`src/verilog/sel_pkg.sv`:
```
package sel_pkg;

	// Register bus geometry.
	localparam int ADDR_W = 8;
	localparam int DATA_W = 8;

	// Register offsets.
	localparam logic [7:0] OFF_RESULT = 8'hE4;
	localparam logic [7:0] OFF_OUTCTL = 8'hE5;
	localparam logic [7:0] OFF_LATCTL = 8'hE9;
	localparam logic [7:0] OFF_IRQ_STAT = 8'hF0;
	localparam logic [7:0] OFF_IRQ_MASK = 8'hF1;

	// Latch control fields.
	localparam int LC_LINE_EDGE = 1;
	localparam int LC_LINE_EN = 2;
	localparam int LC_LINE_CLR = 3;
	localparam int LC_PWR_EDGE = 4;
	localparam int LC_PWR_EN = 5;
	localparam int LC_PWR_CLR = 6;

	// Result register fields.
	localparam int RES_LEVEL_LSB = 0;
	localparam int RES_LINE_LATCH = 3;
	localparam int RES_FRAME = 4;

	// Outputs control fields.
	localparam int OC_OUT0 = 0;
	localparam int OC_OUT1 = 1;
	localparam int OC_SHIFT = 2;

	// Interrupt status and mask fields.
	localparam int IRQ_LINE = 0;
	localparam int IRQ_PWR = 1;

	// Channel numbering for the latch pair.
	localparam int CH_LINE = 0;
	localparam int CH_PWR = 1;
	localparam int NUM_CH = 2;

	// Reset values of the software-owned fields.
	localparam logic [1:0] EDGE_RST = 2'h0;
	localparam logic [1:0] EN_RST = 2'h0;
	localparam logic [2:0] OUTCTL_RST = 3'h4;
	localparam logic [1:0] IRQ_RST = 2'h0;

	// Comparator thresholds in millivolts.
	localparam int LEVEL_W = 3;
	localparam int MV_W = 13;
	localparam int NUM_THR = 5;
	localparam logic [12:0] THR_LOW_MV = 13'h3E8;
	localparam logic [12:0] THR_STEP_MV = 13'h3E8;
	localparam logic [12:0] SHIFT_MV = 13'h1F4;
	localparam logic [2:0] LEVEL_MAX = 3'h5;

endpackage

```
`src/verilog/sel_latch_if.sv`:
```
`timescale 1ns/10ps
interface sel_latch_if;
	logic pin;
	logic edge_rise;
	logic clear;
	logic enable;
	logic latched;
	logic set_pulse;
	logic req_n;

	modport latch (
		input pin,
		input edge_rise,
		input clear,
		input enable,
		output latched,
		output set_pulse,
		output req_n
	);

	modport ctrl (
		output pin,
		output edge_rise,
		output clear,
		output enable,
		input latched,
		input set_pulse,
		input req_n
	);
endinterface

```
`src/verilog/sel_edge_latch.sv`:
```
`timescale 1ns/10ps
module sel_edge_latch
	import sel_pkg::*;
(
	// Clock and reset.
	input logic clk,
	input logic rst,
	// Channel carrier.
	sel_latch_if.latch lif
);

	typedef struct packed {
		logic sync1;
		logic sync2;
		logic prev;
		logic primed;
		logic latched;
	} sel_latch_s;

	sel_latch_s q;
	sel_latch_s d;
	logic rise;
	logic fall;
	logic hit;

	// primed masks only the first cycle after reset; prev still holds a reset zero
	// after that, so a pin already high at reset release fakes a rising edge.
	assign rise = q.primed & q.sync2 & ~q.prev;
	assign fall = q.primed & ~q.sync2 & q.prev;
	assign hit = lif.edge_rise ? rise : fall;

	always_comb begin
		d = q;
		d.sync1 = lif.pin;
		d.sync2 = q.sync1;
		d.prev = q.sync2;
		d.primed = 1'b1;
		if (lif.clear) begin
			d.latched = 1'b0;
		end
		if (hit) begin
			d.latched = 1'b1;
		end
	end

	always_ff @(posedge clk or posedge rst) begin
		if (rst) begin
			q <= '0;
		end else begin
			q <= d;
		end
	end

	assign lif.latched = q.latched;
	assign lif.set_pulse = hit;
	assign lif.req_n = ~(lif.enable & q.latched);
endmodule

```
`src/verilog/sel_top.sv`:
```
`timescale 1ns/10ps
// Operation
// Line latch sets on rising edge if line edge select is one, else falling.
// Writing one to latch control bit 3 clears the line latch, every time. Here a selected line edge in the same cycle wins and sets it.
// Line enable one drives line request low while line latch is set.
// Line enable zero holds the line request high.
// Result register bit 3 reads one while the line latch is set.
// Power latch sets on rising edge if power edge select is one, else falling.
// Writing one to latch control bit 6 clears the power latch, every time. Here a selected power edge in the same cycle wins and sets it.
// Power enable gates inverted power latch onto request; otherwise high.
// Result frame bit reads the inverse of the live frame-sync pin.
// Result low three bits follow the comparator's present level continuously.
// Level index is binary: 000 below lowest threshold, 101 above highest.
// Range shift zero selects 0.5V to 4.5V, one selects 1.0V to 5.0V.
// Range shift lives in bit 2 of the outputs control register.
// Two outputs control bits drive the two general output pins.
// Latch control bits 0 and 7 do nothing.
// Latches hold until cleared; pins are synchronised before edge detect.
// Software sets edges, then clears latches, before enabling.
module sel_top
	import sel_pkg::*;
(
	// Clock and reset.
	input logic clk,
	input logic rst,
	// Register port.
	input logic [ADDR_W-1:0] addr,
	input logic [DATA_W-1:0] wdata,
	input logic wr,
	input logic rd,
	output logic [DATA_W-1:0] rdata,
	// Sync and comparator inputs.
	input logic line_sync_port_pin,
	input logic power_port_pin,
	input logic frame_sync_pin,
	input logic [MV_W-1:0] level_mv,
	// Core requests and pins.
	output logic line_request_n,
	output logic power_request_n,
	output logic general_out_0,
	output logic general_out_1,
	output logic irq
);

	typedef struct packed {
		logic [NUM_CH-1:0] edge_sel;
		logic [NUM_CH-1:0] irq_en;
		logic [2:0] outctl;
		logic [1:0] irq_stat;
		logic [1:0] irq_mask;
		logic [LEVEL_W-1:0] level;
		logic [DATA_W-1:0] rdata;
	} sel_state_s;

	sel_state_s q;
	sel_state_s d;

	logic [NUM_CH-1:0] pin_v;
	logic [NUM_CH-1:0] clr_v;
	logic [NUM_CH-1:0] latched_v;
	logic [NUM_CH-1:0] set_v;
	logic [NUM_CH-1:0] req_n_v;
	logic [NUM_THR-1:0] above;
	logic wr_latctl;
	logic rd_result;

	sel_latch_if lif [NUM_CH] ();

	assign wr_latctl = wr && (addr == OFF_LATCTL);
	assign rd_result = rd && (addr == OFF_RESULT);

	// Clear strobes act only on the write cycle; the bits are never stored.
	assign clr_v[CH_LINE] = wr_latctl && wdata[LC_LINE_CLR];
	assign clr_v[CH_PWR] = wr_latctl && wdata[LC_PWR_CLR];
	assign pin_v[CH_LINE] = line_sync_port_pin;
	assign pin_v[CH_PWR] = power_port_pin;

	genvar g;
	generate
		for (g = 0; g < NUM_CH; g++) begin : g_ch
			assign lif[g].pin = pin_v[g];
			assign lif[g].edge_rise = q.edge_sel[g];
			assign lif[g].clear = clr_v[g];
			assign lif[g].enable = q.irq_en[g];
			assign latched_v[g] = lif[g].latched;
			assign set_v[g] = lif[g].set_pulse;
			assign req_n_v[g] = lif[g].req_n;
			sel_edge_latch u_latch (
				.clk(clk),
				.rst(rst),
				.lif(lif[g])
			);
		end
		// Thresholds rise in fixed steps; a clear shift bit lowers all of them.
		for (g = 0; g < NUM_THR; g++) begin : g_thr
			localparam logic [12:0] THR =
				13'(THR_LOW_MV + g * THR_STEP_MV);
			assign above[g] = q.outctl[OC_SHIFT] ?
				(level_mv > THR) : (level_mv > THR - SHIFT_MV);
		end
	endgenerate

	always_comb begin
		logic [LEVEL_W-1:0] cnt;
		cnt = '0;
		d = q;
		// Monotone thresholds, so the count of those passed is the index.
		for (int j = 0; j < NUM_THR; j++) begin
			cnt = cnt + LEVEL_W'(above[j]);
		end
		d.level = cnt;
		if (wr) begin
			unique case (addr)
				OFF_LATCTL: begin
					// Bits 0 and 7 are simply not decoded.
					d.edge_sel[CH_LINE] = wdata[LC_LINE_EDGE];
					d.edge_sel[CH_PWR] = wdata[LC_PWR_EDGE];
					d.irq_en[CH_LINE] = wdata[LC_LINE_EN];
					d.irq_en[CH_PWR] = wdata[LC_PWR_EN];
				end
				OFF_OUTCTL: begin
					d.outctl = wdata[2:0];
				end
				OFF_IRQ_STAT: begin
					d.irq_stat = q.irq_stat & ~wdata[1:0];
				end
				OFF_IRQ_MASK: begin
					d.irq_mask = wdata[1:0];
				end
				default: begin
				end
			endcase
		end
		// A latch event in the clearing cycle still lands.
		d.irq_stat[IRQ_LINE] = d.irq_stat[IRQ_LINE] | set_v[CH_LINE];
		d.irq_stat[IRQ_PWR] = d.irq_stat[IRQ_PWR] | set_v[CH_PWR];
		d.rdata = '0;
		if (rd) begin
			unique case (addr)
				OFF_RESULT: begin
					d.rdata[RES_LEVEL_LSB +: LEVEL_W] = q.level;
					d.rdata[RES_LINE_LATCH] = latched_v[CH_LINE];
					d.rdata[RES_FRAME] = ~frame_sync_pin;
				end
				OFF_LATCTL: begin
					d.rdata[LC_LINE_EDGE] = q.edge_sel[CH_LINE];
					d.rdata[LC_LINE_EN] = q.irq_en[CH_LINE];
					d.rdata[LC_PWR_EDGE] = q.edge_sel[CH_PWR];
					d.rdata[LC_PWR_EN] = q.irq_en[CH_PWR];
				end
				OFF_OUTCTL: begin
					d.rdata[2:0] = q.outctl;
				end
				OFF_IRQ_STAT: begin
					d.rdata[1:0] = q.irq_stat;
				end
				OFF_IRQ_MASK: begin
					d.rdata[1:0] = q.irq_mask;
				end
				default: begin
				end
			endcase
		end
	end

	always_ff @(posedge clk or posedge rst) begin
		if (rst) begin
			q.edge_sel <= EDGE_RST;
			q.irq_en <= EN_RST;
			q.outctl <= OUTCTL_RST;
			q.irq_stat <= IRQ_RST;
			q.irq_mask <= IRQ_RST;
			q.level <= '0;
			q.rdata <= '0;
		end else begin
			q <= d;
		end
	end

	assign rdata = q.rdata;
	assign line_request_n = req_n_v[CH_LINE];
	assign power_request_n = req_n_v[CH_PWR];
	assign general_out_0 = q.outctl[OC_OUT0];
	assign general_out_1 = q.outctl[OC_OUT1];
	assign irq = |(q.irq_stat & q.irq_mask);
endmodule

```
`config.mk`:
```
export PLATFORM = sky130hd
export DESIGN_NAME = sel_top
export DESIGN_NICKNAME = d
export VERILOG_FILES = /design/src/verilog/sel_pkg.sv /design/src/verilog/sel_latch_if.sv /design/src/verilog/sel_edge_latch.sv /design/src/verilog/sel_top.sv
export SDC_FILE = /design/constraint.sdc
export NUM_CORES = 1
export LEC_CHECK = 0
export BUFFER_PORTS_ARGS = -buffer_cell sky130_fd_sc_hd__buf_2
export CELL_PAD_IN_SITES_DETAIL_PLACEMENT = 1
export CELL_PAD_IN_SITES_GLOBAL_PLACEMENT = 1
export CORE_ASPECT_RATIO = 2
export CORE_MARGIN = 1
export CORE_UTILIZATION = 23
export CTS_CLUSTER_SIZE = 28
export DETAILED_ROUTE_END_ITERATION = 10
export PLACE_DENSITY_LB_ADDON = 0.1
export SETUP_SLACK_MARGIN = 0.02
export SLEW_MARGIN = 20
export SYNTH_ARGS = -nofsm -noshare
export SYNTH_HDL_FRONTEND = slang
export SYNTH_HIERARCHICAL = 1
export SYNTH_SLANG_ARGS = --single-unit
export TNS_END_PERCENT = 10
```
`constraint.sdc`:
```
create_clock -name clk -period 2.6 [get_ports clk]
set_clock_uncertainty 0.15 [all_clocks]
set_input_delay 0.39 -clock clk [delete_from_list [all_inputs] [get_ports clk]]
set_output_delay 0.39 -clock clk [all_outputs]
set_load 0.05 [all_outputs]
```
==> results of run 1 <==
-- report_power, final --
| group | total, mW | internal (mW) | switching [mW] |
|---|---|---|---|
| Combinational | 0.225 | 0.0991 | 0.126 |
| Sequential | 0.504 | 0.492 | 0.0124 |
| Clock | 0.631 | 0.432 | 0.199 |
| Total | 1.36 | 1.02 | 0.337 |
-- cell families after synthesis --
family | Yosys count | share of synthesized area, %
AND/OR/NAND/NOR | 65 | 23.8
AO/OA/AOI/OAI | 40 | 16.2
flip-flops | 30 | 41.6
buffers and inverters | 20 | 6.79
multiplexers | 13 | 8.03
adder cells (fa/ha/maj) | 3 | 2.91
other | 3 | 0.623
-- metrics by stage --
step / total power [mW] / setup WS (ns) / util, %
after floorplan: 0.620 / -0.00349 / -
after global placement: 0.727 / -0.286 / 30.6
after detailed placement: 0.731 / -0.308 / 30.6
after CTS: 1.38 / 0.0268 / 33.1
after global routing: 1.43 / -0.00972 / 33.7
final: 1.36 / 0.0541 / 33.7
-- critical path, stage by stage --
cell	delay, ns
buf_6	0.10
or3_4	0.39
o21a_1	0.21
o2111ai_2	0.19
o2111ai_2	0.14
fa_1	0.52
fa_2	0.39
ha_4	0.24
-- worst paths after layout --
path / slack [ns] / from / end / cells after the start
hold reg to reg: 0.20 / g_ch[0].u_latch/d[3] / g_ch[0].u_latch/d[2] / 0
setup / recovery: 0.05 / level_mv[1] / q[9] / 8
min in group asynchronous: 0.43 / rst / g_ch[1].u_latch/q[2] / 3
setup reg to reg: 0.27 / q[17] / q[9] / 6
hold / removal: 0.08 / line_sync_port_pin / g_ch[0].u_latch/d[3] / 1
max in group asynchronous: 1.12 / rst / rdata[0] / 3
-- synthesized netlist by cell type, types with 2 or more instances --
library cell / n / share of area, %
o31ai_1: 2 / 0.83
o21ai_0: 4 / 1.1
mux2_1: 9 / 5.6
nor4_1: 4 / 1.4
o21ai_1: 2 / 0.55
or4b_1: 2 / 1.1
nor3_1: 4 / 1.1
inv_1: 6 / 1.2
buf_4: 8 / 3.3
a21oi_1: 6 / 1.7
buf_2: 2 / 0.55
mux2_2: 3 / 1.9
conb_1: 3 / 0.62
fa_1: 2 / 2.2
nand2b_1: 4 / 1.4
nand4b_1: 5 / 2.4
nor4b_1: 3 / 1.5
nor2_1: 9 / 1.9
nand2_1: 12 / 2.5
and2_1: 4 / 1.4
o2111ai_1: 3 / 1.5
a21o_1: 3 / 1.2
dfrtp_1: 29 / 40
a22oi_1: 2 / 0.83
o21a_1: 2 / 0.83
o311ai_1: 2 / 0.97
buf_6: 2 / 1.2
nand3_1: 3 / 0.83
-- flip-flops by register name, indices dropped and copies added (netlist names) --
register,count
general_out_0,1
general_out_1,1
q,8
lif.edge_rise,2
g_ch.u_latch/d,4
lif.enable,2
g_ch.u_latch/lif.latched,2
g_ch.u_latch/q,4
rdata,6
-- cell type report --
class,count,area (sq um)
fill,886,5040
multi-input combinational,125,990
sequential,30,752
timing repair buffer,81,510
clock buffer,8,166
tap,94,118
inverter,6,22.5
-- what timing repair did --
| action | 4_1_cts | 5_1_grt |
|---|---|---|
| cloned | 0 | 0 |
| endpoints found under the hold margin | 10 | 0 |
| hold buffers | 1 | 0 |
| endpoints found under the setup margin | 1 | 3 |
| gates resized for setup | 3 | 6 |
| pin swaps | 7 | 6 |
-- per-layer routing --
layer | vias to the layer above | part of all wire (%) | wire [um]
met4 | 0 | 2.1 | 118
li1 | 793 | - | -
met2 | 38 | 63 | 3620
met1 | 821 | 32 | 1820
met5 | - | 0 | 0
met3 | 8 | 2.9 | 166
==> run_results.csv, run 1 <==
group,metric,value,unit
hold_path,hold_path_class,"in2reg",
final_layout,syn2layout_area_growth,41.6,%
clock_tree,cts_htree_levels,2,
synthesis,synthFlopType,"dfrtp_1",
run_status,status,"finished clean",
timing,hold_viol_final,0,
route,drc,0,
global_routing,grt_pass1_wl,9200,um
floorplan,pin_count,49,
synthesis,synth_seq_cells,30,
timing,rsz0062_at_grt,"true",
route,wire_per_inst,16.7,um
synthesis,yosysWarningCount,6,
timing,clock.fmax,393,MHz
global_routing,antenna_found_initial,0,
timing,fin_crit,2.55,ns
clock_tree,ctsLongestPathBuffers,2,
clock_tree,cts_buffers,5,
final_layout,final_common_cell,"buf_2",
final_layout,fin_area,0.00256,sq mm
clock_tree,cts_root_buf,"clkbuf_16",
final_layout,antenna_cells,0,
synthesis,ys_async_sr_fraction,100,%
route,vias_per_cell,4.83,
timing,worst_pin_slew,0.798,ns
clock_tree,post-cts-setup-buffers,0,
floorplan,fp.dieW,64.7,um
floorplan,dieArea,0.00824,sq mm
clock_tree,cts_tree,"done",
timing,timing.final.crit_share,97.9,%
final_layout,final_cells,344,
power,pwr_density_cell,532,mW/mm^2
timing,final_max_slew_viol_count,0,
synthesis,synth_cell_types,62,
route,firstDrtPassIters,4,
global_routing,use_met3,2.32,%
setup_path,start_kind,"input pin",
final_layout,nets,288,
setup_path,required,2.62,ns
timing,max_slew_margin,46.8,%
global_routing,grt_start_max_net_pins,21,
route,drt_iter0_drc,29,
route,drt_wl_total,5730,um
route,ant_nets,0,
setup_path,critPathMaxFanout,3,
setup_path,critPathKind,"in2reg",
route,via_count,1660,
floorplan,num_rows,45,
place,gp_congestion,0.765,
place,place_area,0.00232,sq mm
global_routing,use_met1,12.7,%
synthesis,syn_avg_cell_area,10.4,sq um
setup_path,cp.arrival,2.57,ns
clock_tree,clk_transition_reported_paths,0.05,ns
global_routing,busiest_layer,"met2",
global_routing,grtUsageMet2,33.3,%
final_layout,drive_above_1_share,42.8,%
clock_tree,clkLatencyLatePin,0.28,ns
global_routing,grtUsageTotal,15.5,%
power,ir_worst_vdd,0.202,mV
synthesis,synth-edff-count,0,
synthesis,syn_inst,174,
floorplan,dieHeight,127,um
timing,hold_ws,0.0754,ns
floorplan,start_util,23.8,%
global_routing,grt_pass1_vias,1836,
place,dp.cells,335,
power,leakagePower,1.16,nW
clock_tree,cts_sinks,30,
timing,setup-violations-final,0,
run,cap_violations,0,
synthesis,syn_area,0.00181,sq mm
global_routing,grt_overflow,0,
timing,fin_tns_setup,0,ns
final_layout,final_cell_mix,"buf_2 (43), buf_4 (35), dfrtp_1 (29)",
synthesis,seq_area_frac_synth,41.6,%
floorplan,core_area,0.00760,sq mm
place,port_buffers,45,
setup_path,end_kind,"flop",
place,dp_hpwl,4740,um
Note: power is estimated with default switching activity, not from simulation.
==> run 2: changes to the inputs <==
Settings changed: GPL_TIMING_DRIVEN from default to 0, RECOVER_POWER from default to 100.
==> run_results.csv, run 2 (synthesized netlist as in run 1, its figures left out) <==
group,metric,value,unit
setup_path,start_kind,"input pin",
route,drt_wl_total,5390,um
clock_tree,cts_sinks,30,
place,gp_congestion,0.881,
timing,hold_viol_final,0,
timing,final_max_slew_viol_count,0,
place,dp.cells,312,
clock_tree,clk_transition_reported_paths,0.05,ns
final_layout,utilization,30.8,%
final_layout,largest_reg_flops,8,
power,pwr_density_cell,549,mW/mm^2
clock_tree,clkLatencyLatePin,0.28,ns
timing,fin_crit,2.53,ns
timing,clock.fmax,395,MHz
run,cap_violations,0,
route,via_count,1594,
route,firstDrtPassIters,4,
power,leakagePower,0.980,nW
setup_path,path_cells,"buf_2 > or3_4 > o21a_1 > o2111ai_2 > o2111ai_2 > fa_1 > fa_2 > ha_4",
final_layout,antenna_cells,0,
place,place_area,0.00215,sq mm
timing,max_slew_margin,45.6,%
hold_path,hold_path_class,"in2reg",
final_layout,top_regs,"q (8), rdata (6)",
clock_tree,cts_tree,"done",
floorplan,start_util,23.8,%
floorplan,num_rows,45,
final_layout,final_cell_mix,"dfrtp_1 (29), buf_2 (29), clkbuf_1 (14)",
global_routing,antenna_found_initial,0,
final_layout,final-seq-area,752,sq um
final_layout,drive_above_1_share,29.5,%
setup_path,timing.reg2reg.setup_slack,0.28,ns
timing,setup-violations-final,0,
final_layout,multi_input_comb_area,980,sq um
floorplan,dieArea,0.00824,sq mm
global_routing,grt_pass1_wl,8590,um
setup_path,critPathMaxStageDelay,0.52,ns
final_layout,max_flop_register,"q",
setup_path,cp.arrival,2.61,ns
power,ir_worst_vdd,0.231,mV
final_layout,fin_area,0.00234,sq mm
route,ant_nets,0,
timing,worst_pin_slew,0.805,ns
final_layout,fillers,910,
place,dp_hpwl,4330,um
timing,timing.final.crit_share,97.5,%
route,drt_iter0_drc,41,
route,drc,0,
floorplan,dieHeight,127,um
setup_path,required,2.67,ns
floorplan,core_area,0.00760,sq mm
final_layout,syn2layout_area_growth,29.5,%
route,wire_per_inst,16.8,um
global_routing,grt_start_max_net_pins,21,
setup_path,critPathKind,"in2reg",
floorplan,fp.dieW,64.7,um
global_routing,grt_pass1_vias,1690,
global_routing,grt_overflow,0,
clock_tree,cts_root_buf,"clkbuf_16",
final_layout,final_cells,321,
place,port_buffers,43,
clock_tree,ctsLongestPathBuffers,2,
timing,hold_ws,0.0672,ns
setup_path,crit_top_cell,"o2111ai_2",
floorplan,pin_count,49,
timing,rsz0062_at_grt,"true",
run_status,status,"finished clean",
clock_tree,cts_buffers,5,
timing,fin_tns_setup,0,ns
clock_tree,cts_htree_levels,2,
final_layout,nets,265,
setup_path,critPathMaxFanout,5,
global_routing,grtUsageTotal,14.4,%
route,vias_per_cell,4.97,
setup_path,end_kind,"flop",
setup_path,crit_path_top_delay_cell,"fa_1",
==> run 2: cell count changes in the layout (fill, tap and decap cells not counted), moves of 2 or more <==
cell | previous run | this run
buf_4 | 35 | 11
buf_2 | 43 | 29
clkbuf_1 | 0 | 14
clkbuf_8 | 3 | 1
and2_0 | 0 | 2
==> run 2: area by class of cell <==
| type | instances | area share, % |
|---|---|---|
| Buffer | 11 | 3.69 |
| Clock buffer | 6 | 5.94 |
| Clock inverter | 2 | 0.535 |
| Inverter | 6 | 0.963 |
| Multi-Input combinational cell | 125 | 41.9 |
| Sequential cell | 30 | 32.1 |
| Tap cell | 94 | 5.03 |
| Timing Repair Buffer | 47 | 9.84 |
==> run 2: power by group <==
| group | leakage, nW | internal [mW] | switching [mW] |
|---|---|---|---|
| Clock | 0.0729 | 0.378 | 0.211 |
| Combinational | 0.539 | 0.0727 | 0.119 |
| Sequential | 0.368 | 0.492 | 0.0124 |
| Total | 0.980 | 0.943 | 0.342 |
==> run 2: path summary, 6_finish.rpt <==
path	cells past startpoint	endpoint	from
setup / recovery	8	q[9]	level_mv[1]
hold / removal	1	g_ch[1].u_latch/d[3]	power_port_pin
setup reg to reg	6	q[9]	q[17]
hold reg to reg	0	g_ch[1].u_latch/d[2]	g_ch[1].u_latch/d[3]
max in group asynchronous	3	q[11]	rst
min in group asynchronous	3	g_ch[1].u_latch/q[2]	rst
==> run 2: worst max-delay path, delay by kind of cell <==
kind / cells / cell delay (ns)
fa+ha+maj: 3 / 1.18
simple gates: 1 / 0.40
compound gates: 3 / 0.51
buf+inv: 1 / 0.13
==> run 2: repair_timing <==
item / CTS / global route
endpoints found under the setup margin: 3 / 2
buffers inserted: 1 / 2
resized for setup: 7 / 2
endpoints found under the hold margin: 10 / 0
hold buffers: 1 / 0
pin swaps: 7 / 2
==> run 2: layer usage <==
| layer | part of all wire, % | wire, um | global-route usage [%] | up-vias |
|---|---|---|---|---|
| li1 | - | - | - | 744 |
| met1 | 32 | 1740 | 12.3 | 783 |
| met2 | 59 | 3190 | 28.7 | 52 |
| met3 | 3.8 | 203 | 2.59 | 15 |
| met4 | 4.9 | 262 | 9.28 | 0 |
| met5 | 0 | 0 | 0 | - |
==> run 2: metrics by stage <==
| step | power, mW | setup slack, ns |
|---|---|---|
| after floorplan | 0.620 | -0.00349 |
| after global placement | 0.698 | -0.695 |
| after detailed placement | 0.700 | -0.724 |
| after CTS | 1.31 | 0.0289 |
| after global routing | 1.34 | 0.00398 |
| final | 1.29 | 0.0657 |
==> run 3: changes to the inputs <==
Settings changed: CELL_PAD_IN_SITES_DETAIL_PLACEMENT 1 to 0.
==> run_results.csv, run 3 (synthesized netlist as in run 1, its figures left out) <==
group,metric,value,unit
timing,fin_crit,2.50,ns
timing,final_max_slew_viol_count,0,
place,dp_hpwl,4140,um
setup_path,critPathKind,"in2reg",
global_routing,grtUsageTotal,13.8,%
power,swShare,24.5,%
timing,timing.final.crit_share,96.3,%
final_layout,top_regs,"q (8), rdata (6)",
clock_tree,cts_tree,"done",
setup_path,critPathMaxFanout,5,
timing,hold_viol_final,0,
power,finalPower,1.35,mW
global_routing,grt_pass1_wl,8210,um
timing,fin_ws,0.0957,ns
clock_tree,clk_transition_reported_paths,0.05,ns
clock_tree,cts_root_buf,"clkbuf_16",
final_layout,antenna_cells,0,
timing,hold_ws,0.0679,ns
global_routing,grt_pass1_vias,1640,
route,firstDrtPassIters,4,
clock_tree,clkLatencyLatePin,0.28,ns
global_routing,grt_start_max_net_pins,21,
timing,rsz0062_at_grt,"false",
route,via_count,1567,
place,port_buffers,43,
place,gp_congestion,0.881,
timing,max_slew_margin,44.4,%
setup_path,timing.rr.end,"q[9]",
power,pwr_density_cell,571,mW/mm^2
final_layout,nets,266,
power,p_clk_share,48.4,%
final_layout,utilization,31.0,%
power,leakagePower,0.988,nW
final_layout,fin_area,0.00236,sq mm
clock_tree,cts_buffers,5,
route,ant_nets,0,
route,drc,0,
final_layout,max_flop_register,"q",
clock_tree,ctsLongestPathBuffers,2,
route,wire_per_inst,15.9,um
floorplan,dieArea,0.00824,sq mm
power,p_int,1.02,mW
floorplan,pin_count,49,
setup_path,reg2reg_from,"q[17]",
setup_path,timing.reg2reg.setup_slack,0.29,ns
route,drt_wl_total,5140,um
final_layout,drive_above_1_share,28.9,%
power,combinationalPowerShare,14.1,%
run,cap_violations,0,
timing,clock.fmax,399,MHz
floorplan,num_rows,45,
floorplan,start_util,23.8,%
setup_path,cp.arrival,2.52,ns
floorplan,core_area,0.00760,sq mm
floorplan,dieHeight,127,um
floorplan,fp.dieW,64.7,um
place,place_area,0.00215,sq mm
hold_path,hold_path_class,"in2reg",
route,drt_iter0_drc,65,
hold_path,hold_start,"power_port_pin",
setup_path,required,2.62,ns
clock_tree,cts_sinks,30,
final_layout,syn2layout_area_growth,30.5,%
setup_path,end_kind,"flop",
timing,setup-violations-final,0,
final_layout,fillers,843,
power,power_switching,0.329,mW
timing,worst_pin_slew,0.822,ns
global_routing,antenna_found_initial,0,
clock_tree,cts_htree_levels,2,
power,ir_worst_vdd,0.205,mV
global_routing,grt_overflow,0,
hold_path,hold_end,"g_ch[1].u_latch/d[3]",
final_layout,largest_reg_flops,8,
final_layout,final_cell_mix,"dfrtp_1 (29), buf_2 (29), clkbuf_1 (16)",
hold_path,hold_path_depth,1,
power,seqPwrFrac,37.5,%
setup_path,start_kind,"input pin",
run_status,status,"finished clean",
place,preCtsSetupSlack,-0.671,ns
setup_path,r2r_cells,6,
route,vias_per_cell,4.87,
[run 3: power by group through the flow]
stage	logic, mW	registers (mW)	clock network (mW)
4_1_cts	0.188	0.506	0.669
6_report	0.190	0.504	0.652
5_1_grt	0.211	0.507	0.691
3_5_place_dp	0.186	0.511	0
2_1_floorplan	0.107	0.513	0
3_3_place_gp	0.186	0.512	0
[run 3: layout make-up]
type	instances	area, sq um	area share (%)
multi-input cells	125	980	41.5
flip-flops and latches	30	752	31.9
repair buffers	47	230	9.76
clock buffers	7	133	5.62
well taps	94	118	4.99
plain buffers	12	93.8	3.98
clock inverters	1	30.0	1.27
inverters	6	22.5	0.955
[run 3: metrics by stage]
step	setup TNS [ns]	instances
2_1_floorplan	-0.00349	175
3_3_place_gp	-1.83	312
3_5_place_dp	-1.76	312
4_1_cts	0	320
5_1_grt	0	322
6_report	0	322
[run 3: worst max path at each step]
stage                           start    to  slack [ns]  cells after the start
after floorplan           level_mv[2]  q[9]      -0.003                      7
after detailed placement  level_mv[3]  q[9]       -0.67                      9
after global placement    level_mv[3]  q[9]       -0.70                      9
after CTS                 level_mv[1]  q[9]        0.03                      8
after global routing      level_mv[1]  q[9]        0.03                      8
final                     level_mv[1]  q[9]         0.1                      8
[run 3: critical path, stage by stage]
cell and delay [ns]:
buf_2 0.13, or3_4 0.39, o21a_1 0.19, o2111ai_2 0.17, o2111ai_2 0.15, fa_1 0.50, fa_2 0.37, ha_4 0.21
[run 3: layer usage]
metal / wire length, um / track usage (%) / share of wire (%) / vias to the layer above
li1: - / - / - / 747
met1: 1630 / 11.6 / 32 / 762
met2: 3080 / 27.6 / 60 / 47
met3: 227 / 2.77 / 4.4 / 11
met4: 193 / 8.50 / 3.8 / 0
met5: 0 / 0 / 0 / -
[run 3: what timing repair did]
item                                    in CTS  in global routing
gates resized for setup                      6                  5
hold buffers                                 1                  0
hold endpoints to repair                    10                  0
endpoints found under the setup margin       3                  1
pin swaps                                    4                  2
buffers inserted                             1                  2
